`src/design/pts_pkg.sv`:
```
// package for the 8-bit period timer: offsets, fields, reset values
// assumes byte-wide register port, offsets as printed
package pts_pkg;
  localparam int unsigned PTS_AW = 8;
  localparam logic [7:0] PTS_OFS_COUNT = 8'h11;
  localparam logic [7:0] PTS_OFS_CTRL = 8'h12;
  localparam logic [7:0] PTS_OFS_PERIOD = 8'h92;
  localparam logic [7:0] PTS_OFS_FLAG = 8'h0c;
  localparam logic [7:0] PTS_OFS_ENABLE = 8'h8c;
  localparam int unsigned PTS_PRE_LSB = 0;
  localparam int unsigned PTS_RUN_BIT = 2;
  localparam int unsigned PTS_POST_LSB = 3;
  localparam int unsigned PTS_FLAG_BIT = 1;
  localparam logic [7:0] PTS_CTRL_MASK = 8'h7f;
  localparam logic [7:0] PTS_RST_COUNT = 8'h00;
  localparam logic [7:0] PTS_RST_CTRL = 8'h00;
  localparam logic [7:0] PTS_RST_PERIOD = 8'hff;
  localparam logic [3:0] PTS_PRE_DIV4_TC = 4'h3;
  localparam logic [3:0] PTS_PRE_DIV16_TC = 4'hf;
  localparam int unsigned PTS_INSTR_DIV = 4;
endpackage : pts_pkg

```
`src/design/pts_timer.sv`:
```
// 8-bit period timer with prescaler, period match and postscaler
// assumes synchronous inputs, byte register port, one clock domain
`timescale 1ns/10ps
`default_nettype none
module pts_timer
  import pts_pkg::*;
(
  input wire logic clk,
  input wire logic rst,
  input wire logic ce,
  input wire logic [7:0] reg_addr,
  input wire logic [7:0] reg_wdata,
  input wire logic reg_wr,
  input wire logic reg_rd,
  output logic [7:0] reg_rdata,
  output logic irq,
  output logic serial_shift_tick,
  output logic pwm_period_tick
);
  logic [7:0] count_ff, nxt_count;
  logic [7:0] ctrl_ff, nxt_ctrl;
  logic [7:0] period_ff, nxt_period;
  logic [1:0] iclk_ff;
  logic [3:0] pre_ff, nxt_pre;
  logic [3:0] post_ff, nxt_post;
  logic flag_ff, nxt_flag;
  logic irq_en_ff;
  logic irq_ff;
  logic match_ff;
  logic [7:0] rdata_ff;

  wire wr_count = reg_wr && reg_addr == PTS_OFS_COUNT;
  wire wr_ctrl = reg_wr && reg_addr == PTS_OFS_CTRL;
  wire wr_period = reg_wr && reg_addr == PTS_OFS_PERIOD;
  wire wr_flag = reg_wr && reg_addr == PTS_OFS_FLAG;
  wire wr_enable = reg_wr && reg_addr == PTS_OFS_ENABLE;
  wire run = ctrl_ff[PTS_RUN_BIT];
  wire [1:0] pre_sel = ctrl_ff[PTS_PRE_LSB +: 2];
  wire [3:0] post_sel = ctrl_ff[PTS_POST_LSB +: 4];
  wire iclk_tick = run && iclk_ff == 2'(PTS_INSTR_DIV - 1);
  wire [3:0] pre_tc = pre_sel[1] ? PTS_PRE_DIV16_TC : (pre_sel[0] ? PTS_PRE_DIV4_TC : 4'h0);
  wire pre_done = pre_ff == pre_tc;
  wire inc = iclk_tick && pre_done;
  wire at_period = count_ff == period_ff;
  wire match = inc && at_period;
  wire post_done = post_ff == post_sel;
  wire flag_set = match && post_done;
  wire scaler_clr = wr_count || wr_ctrl;

  always_comb begin
    nxt_pre = pre_ff;
    nxt_post = post_ff;
    nxt_count = count_ff;
    if (iclk_tick) begin
      nxt_pre = pre_done ? 4'h0 : pre_ff + 4'h1;
    end
    if (inc) begin
      nxt_count = at_period ? PTS_RST_COUNT : count_ff + 8'h01;
    end
    if (match) begin
      nxt_post = post_done ? 4'h0 : post_ff + 4'h1;
    end
    if (scaler_clr) begin
      nxt_pre = 4'h0;
      nxt_post = 4'h0;
    end
    if (wr_count) begin
      nxt_count = reg_wdata;
    end
  end

  assign nxt_ctrl = wr_ctrl ? (reg_wdata & PTS_CTRL_MASK) : ctrl_ff;
  assign nxt_period = wr_period ? reg_wdata : period_ff;
  // set wins over a write-one clear
  assign nxt_flag = flag_set || (flag_ff && !(wr_flag && reg_wdata[PTS_FLAG_BIT]));
  wire [1:0] nxt_iclk = run ? iclk_ff + 2'h1 : iclk_ff;
  wire nxt_irq_en = wr_enable ? reg_wdata[PTS_FLAG_BIT] : irq_en_ff;
  // irq follows the flag and enable that the same edge stores
  wire nxt_irq = nxt_flag && nxt_irq_en;

  wire [7:0] rd_mux =
    reg_addr == PTS_OFS_COUNT ? count_ff :
    reg_addr == PTS_OFS_CTRL ? ctrl_ff :
    reg_addr == PTS_OFS_PERIOD ? period_ff :
    reg_addr == PTS_OFS_FLAG ? 8'(flag_ff) << PTS_FLAG_BIT :
    reg_addr == PTS_OFS_ENABLE ? 8'(irq_en_ff) << PTS_FLAG_BIT : 8'h00;

  // read data stands in the cycle after each reg_rd cycle, zero otherwise
  wire [7:0] nxt_rdata = reg_rd ? rd_mux : 8'h00;

  // software visible registers
  always_ff @(posedge clk) begin
    if (rst) begin
      count_ff <= PTS_RST_COUNT;
    end else if (ce) begin
      count_ff <= nxt_count;
    end
  end

  always_ff @(posedge clk) begin
    if (rst) begin
      ctrl_ff <= PTS_RST_CTRL;
    end else if (ce) begin
      ctrl_ff <= nxt_ctrl;
    end
  end

  always_ff @(posedge clk) begin
    if (rst) begin
      period_ff <= PTS_RST_PERIOD;
    end else if (ce) begin
      period_ff <= nxt_period;
    end
  end

  // instruction clock phase, not touched by register writes
  always_ff @(posedge clk) begin
    if (rst) begin
      iclk_ff <= 2'h0;
    end else if (ce) begin
      iclk_ff <= nxt_iclk;
    end
  end

  // scaler counters
  always_ff @(posedge clk) begin
    if (rst) begin
      pre_ff <= 4'h0;
    end else if (ce) begin
      pre_ff <= nxt_pre;
    end
  end

  always_ff @(posedge clk) begin
    if (rst) begin
      post_ff <= 4'h0;
    end else if (ce) begin
      post_ff <= nxt_post;
    end
  end

  // interrupt state
  always_ff @(posedge clk) begin
    if (rst) begin
      flag_ff <= 1'b0;
    end else if (ce) begin
      flag_ff <= nxt_flag;
    end
  end

  always_ff @(posedge clk) begin
    if (rst) begin
      irq_en_ff <= 1'b0;
    end else if (ce) begin
      irq_en_ff <= nxt_irq_en;
    end
  end

  always_ff @(posedge clk) begin
    if (rst) begin
      irq_ff <= 1'b0;
    end else if (ce) begin
      irq_ff <= nxt_irq;
    end
  end

  // registered outputs
  always_ff @(posedge clk) begin
    if (rst) begin
      match_ff <= 1'b0;
    end else if (ce) begin
      match_ff <= match;
    end
  end

  always_ff @(posedge clk) begin
    if (rst) begin
      rdata_ff <= 8'h00;
    end else if (ce) begin
      rdata_ff <= nxt_rdata;
    end
  end

  assign reg_rdata = rdata_ff;
  assign irq = irq_ff;
  assign serial_shift_tick = match_ff;
  assign pwm_period_tick = match_ff;

  // checks on control and register behaviour
  AST_BIT7_ZERO: assert property (@(posedge clk) disable iff (rst) ctrl_ff[7] == 1'b0)
    else $error("control bit 7 set");

  AST_CTRL_KEEPS_COUNT: assert property (@(posedge clk) disable iff (rst)
    ce && wr_ctrl && !inc |=> count_ff == $past(count_ff))
    else $error("control write changed count");

  AST_SCALER_CLR: assert property (@(posedge clk) disable iff (rst)
    ce && scaler_clr |=> pre_ff == 4'h0 && post_ff == 4'h0)
    else $error("scalers not cleared");

  AST_WRAP: assert property (@(posedge clk) disable iff (rst)
    ce && match && !wr_count |=> count_ff == 8'h00 && match_ff)
    else $error("no wrap at period");

  AST_STOP_HOLD: assert property (@(posedge clk) disable iff (rst)
    ce && !run && !reg_wr |=> $stable(count_ff) && $stable(pre_ff) && $stable(post_ff))
    else $error("stopped timer moved");

  AST_NEVER_PAST: assert property (@(posedge clk) disable iff (rst)
    ce && !reg_wr && count_ff <= period_ff |=> count_ff <= period_ff)
    else $error("count passed period");

  AST_FLAG_SET: assert property (@(posedge clk) disable iff (rst)
    ce && flag_set |=> flag_ff)
    else $error("terminal count lost");

  AST_IRQ: assert property (@(posedge clk) disable iff (rst)
    irq == (flag_ff && irq_en_ff))
    else $error("irq mismatch");

  AST_DIV1_RATE: assert property (@(posedge clk) disable iff (rst)
    ce && inc && pre_sel == 2'b00 && !reg_wr |-> ##1 (ce && run && !reg_wr)[*3] ##1 ce && run |-> inc)
    else $error("div1 rate wrong");

  AST_CE_FREEZE: assert property (@(posedge clk) disable iff (rst)
    !ce |=> $stable(count_ff) && $stable(ctrl_ff) && $stable(period_ff) && $stable(iclk_ff) && $stable(flag_ff))
    else $error("state moved with enable low");

  AST_ICLK_HOLD: assert property (@(posedge clk) disable iff (rst)
    ce && !run |=> $stable(iclk_ff))
    else $error("phase moved while stopped");

  AST_ICLK_STEP: assert property (@(posedge clk) disable iff (rst)
    ce && run |=> iclk_ff == $past(iclk_ff) + 2'h1)
    else $error("phase did not advance");

  AST_PRE_BOUND: assert property (@(posedge clk) disable iff (rst)
    pre_ff <= pre_tc)
    else $error("prescaler past terminal");

  AST_PRE_STEP: assert property (@(posedge clk) disable iff (rst)
    ce && iclk_tick && !pre_done && !scaler_clr |=> pre_ff == $past(pre_ff) + 4'h1)
    else $error("prescaler did not advance");

  AST_POST_BOUND: assert property (@(posedge clk) disable iff (rst)
    post_ff <= post_sel)
    else $error("postscaler past terminal");

  AST_POST_STEP: assert property (@(posedge clk) disable iff (rst)
    ce && match && !post_done && !scaler_clr |=> post_ff == $past(post_ff) + 4'h1)
    else $error("postscaler did not advance");

  AST_COUNT_STEP: assert property (@(posedge clk) disable iff (rst)
    ce && inc && !at_period && !wr_count |=> count_ff == $past(count_ff) + 8'h01)
    else $error("count did not advance");

  AST_COUNT_LOAD: assert property (@(posedge clk) disable iff (rst)
    ce && wr_count |=> count_ff == $past(reg_wdata))
    else $error("count write lost");

  AST_PERIOD_LOAD: assert property (@(posedge clk) disable iff (rst)
    ce && wr_period |=> period_ff == $past(reg_wdata))
    else $error("period write lost");

  AST_CTRL_LOAD: assert property (@(posedge clk) disable iff (rst)
    ce && wr_ctrl |=> ctrl_ff[6:0] == $past(reg_wdata[6:0]))
    else $error("control write lost");

  AST_FLAG_STICKY: assert property (@(posedge clk) disable iff (rst)
    ce && flag_ff && !wr_flag |=> flag_ff)
    else $error("flag dropped by itself");

  AST_FLAG_CLEAR: assert property (@(posedge clk) disable iff (rst)
    ce && wr_flag && reg_wdata[PTS_FLAG_BIT] && !flag_set |=> !flag_ff)
    else $error("flag not cleared");

  AST_FLAG_QUIET: assert property (@(posedge clk) disable iff (rst)
    ce && !flag_ff && !flag_set |=> !flag_ff)
    else $error("flag set without terminal count");

  AST_TICK_FOLLOWS: assert property (@(posedge clk) disable iff (rst)
    ce |=> serial_shift_tick == $past(match))
    else $error("tick not one cycle after match");

  AST_RDATA_IDLE: assert property (@(posedge clk) disable iff (rst)
    ce && !reg_rd |=> reg_rdata == 8'h00)
    else $error("read data outside its cycle");

  AST_RDATA_COUNT: assert property (@(posedge clk) disable iff (rst)
    ce && reg_rd && reg_addr == PTS_OFS_COUNT |=> reg_rdata == $past(count_ff))
    else $error("count read wrong");
endmodule : pts_timer
`default_nettype wire

```
`config.mk`:
```
export PLATFORM = sky130hd
export DESIGN_NAME = pts_timer
export DESIGN_NICKNAME = d
export VERILOG_FILES = /design/src/design/pts_pkg.sv /design/src/design/pts_timer.sv
export SDC_FILE = /design/constraint.sdc
export NUM_CORES = 1
export LEC_CHECK = 0
export BUFFER_PORTS_ARGS = -buffer_cell sky130_fd_sc_hd__clkbuf_2
export CAP_MARGIN = 5
export CORE_ASPECT_RATIO = 0.75
export CORE_MARGIN = 4
export CORE_UTILIZATION = 50
export DETAILED_ROUTE_END_ITERATION = 8
export PLACE_DENSITY = 0.71
export SYNTH_ARGS = -nofsm -noshare
export SYNTH_HDL_FRONTEND = slang
export SYNTH_SLANG_ARGS = --single-unit
```
`constraint.sdc`:
```
create_clock -name clk -period 2.7 [get_ports clk]
set_input_delay 0.27 -clock clk [delete_from_list [all_inputs] [get_ports clk]]
set_output_delay 0.27 -clock clk [all_outputs]
set_load 0.01 [all_outputs]
```
### Word-level counts from Yosys, hierarchy flattened

Index checks and enable logic that the tools add are counted.

* add/subtract/negate cells: 4
* eq/ne operators: 9
* multiplexer cells: 18
* reduce and logical (&&, ||, !) cells: 24

Operators by type and width (number)
* $mux 8: 7
* $mux 4: 7
* $eq 8x5->1 const B: 2
* $eq 8x8->1 const B: 2
* $logic_and 1x1->1: 12
* $reduce_and 2->1: 6
* $add 4x1->4 const B: 2
* $add 8x1->8 const B: 1
* $eq 4x4->1: 2
* $eq 8x4->1 const B: 1
* $eq 8x8->1: 1
* $mux 2: 3
* $reduce_bool 2->1: 3
* $add 2x1->2 const B: 1
* $eq 2x2->1 const B: 1
* $logic_or 1x1->1: 2
* $logic_not 1->1: 1
* $mux 1: 1

* register bits: 45
* input port bits: 21
* output and inout bits: 11
* logic and storage cells: 66

### Depth between registers and ports, before layout

Gate-level depths: netlist of the first run.

* depth in word-level cells: 8
* depth in mapped cells: 8
* mapped depth without buffers: 6

### Worst setup path after synthesis of the first run

OpenSTA, ideal clock, no wires.

* path kind: register -> register
* start point: register pre_ff[0]
* end point: register count_ff[1]
* arrival time: 1.866 ns
* required time: 2.568 ns
* path slack: 0.703 ns
* cell stages (with the launch flop): 8
* clock period less this slack: 1.997 ns
* path through: dfxtp_1 -> or3_4 -> a2111oi_4 -> o21a_1 -> o21ai_1 -> buf_2 -> a221oi_1 -> nor3_1

* word-level cells in the longest chain between the ends: 4

RTL lines
* from (decl): line pts_timer.sv:24 `logic [3:0] pre_ff, nxt_pre;`
* from (signal assigned): line pts_timer.sv:130 `pre_ff <= nxt_pre;`
* $eq 4x4->1: line pts_timer.sv:42 `wire pre_done = pre_ff == pre_tc;`
* $logic_and 1x1->1: line pts_timer.sv:43 `wire inc = iclk_tick && pre_done;`
* $reduce_bool 2->1 (no source line)
* $reduce_and 2->1 (no source line)
* to (signal assigned): line pts_timer.sv:96 `count_ff <= nxt_count;`
* to (decl): line pts_timer.sv:20 `logic [7:0] count_ff, nxt_count;`

No other way between the ends.
A chain may end at the register's enable or synchronous reset.

### Worst setup path in the final report of the first run

* start point: register pre_ff[0]
* end point: register count_ff[6]

Same word-level chain as after synthesis.

==> results of run 1 <==
[cell type report]
cell class	count	area, µm²
fillers	428	1820
multi-input cells	226	1440
flip-flops and latches	45	901
repair buffers	40	223
clock buffers	7	86.3
well taps	57	71.3
clock inverters	1	30.0
inverters	8	30.0
[registers in the layout, summed over array words and instances, names as in the netlist]
register,cells
irq_en_ff,1
pwm_period_tick,1
count_ff,8
pre_ff,4
reg_rdata,8
iclk_ff,2
period_ff,8
post_ff,4
irq,1
flag_ff,1
ctrl_ff,7
[metrics by stage]
step,std cells,power [mW],hold slack (ns)
5_1_grt,384,1.31,0.237
3_5_place_dp,376,0.750,0.454
6_report,384,1.26,0.213
3_3_place_gp,376,0.750,0.450
2_1_floorplan,295,0.718,0.394
4_1_cts,384,1.27,0.213
[final timing paths]
path                                    end
hold reg to reg     iclk_ff[1]$_SDFFE_PP0P_
setup reg to reg   count_ff[6]$_SDFFE_PP0P_
setup / recovery   count_ff[6]$_SDFFE_PP0P_
hold / removal    period_ff[7]$_SDFFE_PP1P_
[cell usage after synthesis, types with 2 or more instances]
cell type / count / area share, %
sky130_fd_sc_hd__buf_4: 2 / 0.61
sky130_fd_sc_hd__or2_2: 2 / 0.51
sky130_fd_sc_hd__a221oi_1: 2 / 0.72
sky130_fd_sc_hd__nand4_1: 2 / 0.51
sky130_fd_sc_hd__nor4_1: 6 / 1.5
sky130_fd_sc_hd__or3_1: 2 / 0.51
sky130_fd_sc_hd__nor2_1: 39 / 6.0
sky130_fd_sc_hd__inv_1: 8 / 1.2
sky130_fd_sc_hd__nand3_1: 16 / 3.3
sky130_fd_sc_hd__and3_1: 6 / 1.5
sky130_fd_sc_hd__o32ai_1: 2 / 0.72
sky130_fd_sc_hd__o211ai_1: 4 / 1.2
sky130_fd_sc_hd__o21ai_0: 5 / 1.0
sky130_fd_sc_hd__a22oi_1: 5 / 1.5
sky130_fd_sc_hd__ha_1: 4 / 2.0
sky130_fd_sc_hd__buf_2: 2 / 0.41
sky130_fd_sc_hd__nor2b_1: 4 / 1.0
sky130_fd_sc_hd__a211oi_1: 4 / 1.2
sky130_fd_sc_hd__and2_1: 3 / 0.77
sky130_fd_sc_hd__xor2_1: 16 / 5.7
sky130_fd_sc_hd__a21oi_1: 21 / 4.3
sky130_fd_sc_hd__dfxtp_1: 45 / 37
sky130_fd_sc_hd__mux2i_1: 11 / 4.5
sky130_fd_sc_hd__nor3_1: 7 / 1.4
sky130_fd_sc_hd__clkbuf_1: 11 / 1.7
sky130_fd_sc_hd__nand3b_1: 2 / 0.61
sky130_fd_sc_hd__a222oi_1: 6 / 2.5
sky130_fd_sc_hd__nand2_1: 33 / 5.1
[power by group through the flow]
stage | clock, mW | sequential (mW) | combinational, mW
after floorplan | 0 | 0.681 | 0.0374
after global placement | 0 | 0.681 | 0.0688
after detailed placement | 0 | 0.681 | 0.0688
after CTS | 0.537 | 0.665 | 0.0693
after global routing | 0.565 | 0.666 | 0.0767
final | 0.528 | 0.665 | 0.0701
[routing by layer]
layer	routed length (µm)	track usage (%)	share of wire [%]
met5	0	0	0
met4	78	8.11	1.2
met3	464	4.39	7.3
met2	2680	32.4	42
met1	3110	32.8	49
[worst reg2reg max path, stage by stage (launching register included)]
cell and delay [ns]:
sky130_fd_sc_hd__dfxtp_1 0.36, sky130_fd_sc_hd__or3_4 0.39, sky130_fd_sc_hd__a2111oi_4 0.45, sky130_fd_sc_hd__o21a_1 0.19
sky130_fd_sc_hd__o21ai_1 0.31, sky130_fd_sc_hd__or2_2 0.42, sky130_fd_sc_hd__a21oi_1 0.13
[cell families after synthesis]
kind of cell / share of synthesized area [%]
mux: 4.50
buf+inv: 4.40
simple gates: 26.8
fa+ha+maj: 2.05
flops: 36.8
xor+xnor: 5.73
compound gates: 19.7
==> qor.yml, run 1 <==
status:
  run_status: "finished clean"
timing:
  final-max-slew-violation-count: 0
  max_freq_mhz: 432
  final_period_demand_of_the_worst_path_ns: 2.32
  layout_setup_ws_ns: 0.385
  tightest_slew_ns: 0.940
  skew_ns: 0.00211
  finalCritPeriodShare_pct: 85.7
  hold_violations: 0
  totalNegativeSetupSlack_ns: 0
  max-slew-margin-rel_pct: 36.9
  grt_setup_unrepaired: "no"
  finalSetupViolCount: 0
pwr:
  combinationalPowerShare_pct: 5.5
  peakVddDrop_uv: 262
  netSwitchingPower_uw: 276
  leakagePower_nw: 1.15
  power.sequential.fraction_pct: 52.6
  internal-power_uw: 988
  pwr_density_cell_nw_per_um2: 455
  clock_power_share_pct: 41.8
  switching_share_pct: 21.8
grt:
  grt_max_degree: 22
  via_count_of_the_first_global_routing_pass: 2204
  total_routing_usage_gr_pct: 22.4
  grt_first_pass_wirelength_mm: 10.6
  globalRoute.totalOverflow: 0
  grt_antenna_before_repair: 0
finish:
  final_nets: 351
  final_core_utilization_pct: 60.4
  mostFrequentLayoutCell: "sky130_fd_sc_hd__dfxtp_1"
  antenna_cell_count: 0
  flow.area_growth_from_synthesis_pct: 13.6
  post_route_cells_drive_above_1_share_pct: 17.1
  finish.instance_area_um2: 2780
  layout_common_cells: "sky130_fd_sc_hd__dfxtp_1 (45), sky130_fd_sc_hd__nor2_1 (39), sky130_fd_sc_hd__nand2_1 (33), sky130_fd_sc_hd__clkbuf_2 (31), sky130_fd_sc_hd__a21oi_1 (21)"
critical_path:
  cp.arrival_ns: 2.55
  path_depth: 6
  start_kind: "flop"
  timing.critical_path.from: "pre_ff[0]$_SDFFE_PP0P_"
  timing.critical_path.required_ns: 2.94
  slowest_delay_ns: 0.45
  critical_path.top_delay_family: "compound AO/OA/AOI/OAI gates"
  r2r_start: "pre_ff[0]$_SDFFE_PP0P_"
  critical_path.slowest_cell: "sky130_fd_sc_hd__a2111oi_4"
  crit_path_max_fanout: 16
  setup.worst_path.class: "flop to flop"
  worstRegToRegCells: 6
  critPathCaptureType: "flop"
  critical_path_buf_inv_count: 0
  worst_r2r_setup_slack_ns: 0.38
  crit_chain: "or3_4, a2111oi_4, o21a_1, o21ai_1, or2_2, a21oi_1"
placed_design:
  portBuffers: 31
  last_weighted_congestion_value_of_the_routability_driven_placer: 0.848
  place_ws_ns: 0.434
  placed_area_um2: 2660
  place.detailed.hpwl_mm: 4.62
logic_synthesis:
  number_of_enable_type_register_cells_in_the_synthesized_netlist: 0
  ys_seq_elements: 45
  synth_cell_types: 53
  synth-main-ff-cell: "sky130_fd_sc_hd__dfxtp_1"
  seq_area_frac_synth_pct: 36.8
  postSynth.asyncResetShare_pct: 0
  netlist_instances: 295
  synth_fp_nets: 320
  syn_area_um2: 2450
  yosysWarningCount: 0
  post_synth.cell_area_avg_um2: 8.29
flow_run:
  maxCapViolations: 0
min_path:
  worst_hold_path_type: "input pin to flop"
  min_path_cells: 3
  min_from: "reg_wdata[7]"
cts:
  post-cts-setup-buffers: 0
  clock-root-buffer: "sky130_fd_sc_hd__clkbuf_8"
  cts.reportedPaths.clkPinSlew_ns: 0.08
  cts_tree: "done"
  post_cts_resized: 0
  ctsHtreeMaxLevel: 2
  cts_hold_repair.buffers: 0
  clock_sink_count: 45
  clk_latency_ns: 0.30
  clock_tree.buffer_depth: 2
  inserted_clock_buffers: 5
route:
  drt_pre_antenna_iters: 5
  route.detailed.drc: 0
  first_iter_violations: 260
  via_count: 2344
  antenna_left: 0
  route.final.wire_length_mm: 6.33
  viasPerCell: 6.10
  routed_wire_length_per_instance_um: 16.5
floorplan:
  dieHeight_um: 68.6
  std_cell_rows: 21
  core-area_um2: 4600
  start_util_pct: 53.2
  floorplan.io_pins: 32
  die_w_um: 88.8
  floorplan.die_area_um2: 6090
No activity file was read; power rests on OpenSTA's default activity.
==> inputs of run 2 (changes only) <==
--- a/config.mk
+++ b/config.mk
@@ -10,6 +10,7 @@
 export CORE_ASPECT_RATIO = 0.75
 export CORE_MARGIN = 4
 export CORE_UTILIZATION = 50
+export CTS_BUF_LIST = sky130_fd_sc_hd__clkbuf_4 sky130_fd_sc_hd__clkbuf_8
 export DETAILED_ROUTE_END_ITERATION = 8
 export PLACE_DENSITY = 0.71
 export SYNTH_ARGS = -nofsm -noshare
==> qor.yml, run 2 (synthesis gave the netlist of run 1 again) <==
timing:
  hold_violations: 0  # unchanged
  finalSetupViolCount: 0  # unchanged
  skew_ns: 0.00352  # +0.00141 ns
  final-max-slew-violation-count: 0  # unchanged
  grt_setup_unrepaired: "no"
  finalCritPeriodShare_pct: 85.6  # -0.15 points
  totalNegativeSetupSlack_ns: 0  # unchanged
  max_freq_mhz: 433  # +0.17%
  max-slew-margin-rel_pct: 37.4  # +0.47 points
  tightest_slew_ns: 0.933  # -0.00697 ns
  final_period_demand_of_the_worst_path_ns: 2.31  # -0.00398 ns
route:
  via_count: 2342  # -0.085%
  route.detailed.drc: 0  # unchanged
  drt_pre_antenna_iters: 6  # +1
  antenna_left: 0  # unchanged
  first_iter_violations: 313  # +20%
  viasPerCell: 6.10  # about the same
  route.final.wire_length_mm: 6.31  # -0.43%
  routed_wire_length_per_instance_um: 16.4  # -0.43%
placed_design:
  last_weighted_congestion_value_of_the_routability_driven_placer: 0.848  # unchanged
  place.detailed.hpwl_mm: 4.62  # unchanged
  portBuffers: 31  # unchanged
  post-place-cells: 376  # unchanged
cts:
  cts_tree: "done"
  clk_latency_ns: 0.30  # about the same
  ctsHtreeMaxLevel: 2  # unchanged
  clock_tree.buffer_depth: 2  # unchanged
  post_cts_resized: 0  # unchanged
  clock-root-buffer: "sky130_fd_sc_hd__clkbuf_8"
  post-cts-setup-buffers: 0  # unchanged
  cts_hold_repair.buffers: 0  # unchanged
  cts.reportedPaths.clkPinSlew_ns: 0.08  # about the same
  clock_sink_count: 45  # unchanged
  inserted_clock_buffers: 5  # unchanged
critical_path:
  timing.critical_path.required_ns: 2.93  # about the same
  crit_path_max_fanout: 16  # unchanged
  critical_path.slowest_cell: "sky130_fd_sc_hd__a2111oi_4"
  critical_path_buf_inv_count: 0  # unchanged
  cp.arrival_ns: 2.54  # about the same
  critPathCaptureType: "flop"
  worst_r2r_setup_slack_ns: 0.39  # about the same
  setup.worst_path.class: "flop to flop"
  slowest_delay_ns: 0.45  # about the same
  start_kind: "flop"
  critical_path.top_delay_family: "compound AO/OA/AOI/OAI gates"
  crit_chain: "or3_4, a2111oi_4, o21a_1, o21ai_1, or2_2, a21oi_1"
floorplan:
  floorplan.die_area_um2: 6090  # unchanged
  core-area_um2: 4600  # unchanged
  std_cell_rows: 21  # unchanged
  die_w_um: 88.8  # unchanged
  start_util_pct: 53.2  # unchanged
  floorplan.io_pins: 32  # unchanged
  dieHeight_um: 68.6  # unchanged
grt:
  total_routing_usage_gr_pct: 22.4  # +0.025 points
  via_count_of_the_first_global_routing_pass: 2207  # +0.14%
  grt_first_pass_wirelength_mm: 10.6  # +0.13%
  grt_antenna_before_repair: 0  # unchanged
  grt_max_degree: 22  # unchanged
  globalRoute.totalOverflow: 0  # unchanged
pwr:
  leakagePower_nw: 1.16  # +0.30%
  switching_share_pct: 22.0  # +0.12 points
  netSwitchingPower_uw: 281  # +1.8%
  power.sequential.fraction_pct: 52.0  # -0.6 points
  pwr_density_cell_nw_per_um2: 460  # +1.1%
  internal-power_uw: 998  # +1.0%
  clock_power_share_pct: 42.5  # +0.7 points
  peakVddDrop_uv: 268  # +2.1%
  combinationalPowerShare_pct: 5.5  # about the same
finish:
  mostFrequentLayoutCell: "sky130_fd_sc_hd__dfxtp_1"
  antenna_cell_count: 0  # unchanged
  final-instance-count-excl-fill: 384  # unchanged
  layout_common_cells: "sky130_fd_sc_hd__dfxtp_1 (45), sky130_fd_sc_hd__nor2_1 (39), sky130_fd_sc_hd__nand2_1 (33), sky130_fd_sc_hd__clkbuf_2 (31), sky130_fd_sc_hd__a21oi_1 (21)"
  flow.area_growth_from_synthesis_pct: 13.8
  post_route_cells_drive_above_1_share_pct: 17.4  # +0.31 points
  final_nets: 351  # unchanged
min_path:
  worst_hold_path_type: "input pin to flop"
status:
  run_status: "finished clean"
flow_run:
  maxCapViolations: 0  # unchanged
==> run 2: cell counts in the layout (fill, tap and decap cells not counted) <==
Identical to the previous run, type by type.
==> run 2: worst min-delay path, delay by kind of cell <==
kind	cells	cell delay [ns]
AND/OR/NAND/NOR	2	0.12
buffers and inverters	1	0.10
==> run 2: power by group through the flow <==
stage	sequential [mW]	combinational (mW)	clock (mW)
5_1_grt	0.666	0.0767	0.576
2_1_floorplan	0.681	0.0374	0
4_1_cts	0.665	0.0693	0.549
3_5_place_dp	0.681	0.0688	0
3_3_place_gp	0.681	0.0688	0
6_report	0.665	0.0698	0.544
==> run 2: stage by stage <==
stage	utilization [%]	total power, mW	setup slack, ns	hold WS, ns	instance area [µm²]
global route	60.5	1.32	0.248	0.237	2780
CTS	60.5	1.28	0.388	0.213	2780
global placement	57.9	0.750	0.472	0.450	2660
finish	60.5	1.28	0.389	0.216	2780
detailed placement	57.9	0.750	0.434	0.454	2660
floorplan	-	0.718	0.703	0.394	2450
==> run 2: area by class of cell <==
class,count,area (µm²)
sequential,45,901
inverter,8,30.0
timing repair buffer,40,223
clock buffer,7,90.1
fill,427,1820
clock inverter,1,30.0
tap,57,71.3
multi-input combinational,226,1440
==> run 2: worst paths after layout <==
kind / start / to / cells past startpoint
max: pre_ff[0]$_SDFFE_PP0P_ / count_ff[6]$_SDFFE_PP0P_ / 6
min: reg_wdata[7] / period_ff[7]$_SDFFE_PP1P_ / 3
max reg2reg: pre_ff[0]$_SDFFE_PP0P_ / count_ff[6]$_SDFFE_PP0P_ / 6
min reg2reg: iclk_ff[1]$_SDFFE_PP0P_ / iclk_ff[1]$_SDFFE_PP0P_ / 2
==> run 2: routing by layer <==
metal  routed length (µm)  track usage [%]  vias up
li1                     -                -     1130
met1                 3090             32.8     1104
met5                    0                0        -
met3                  514             4.39        9
met2                 2630             32.4       99
met4                   72             8.11        0
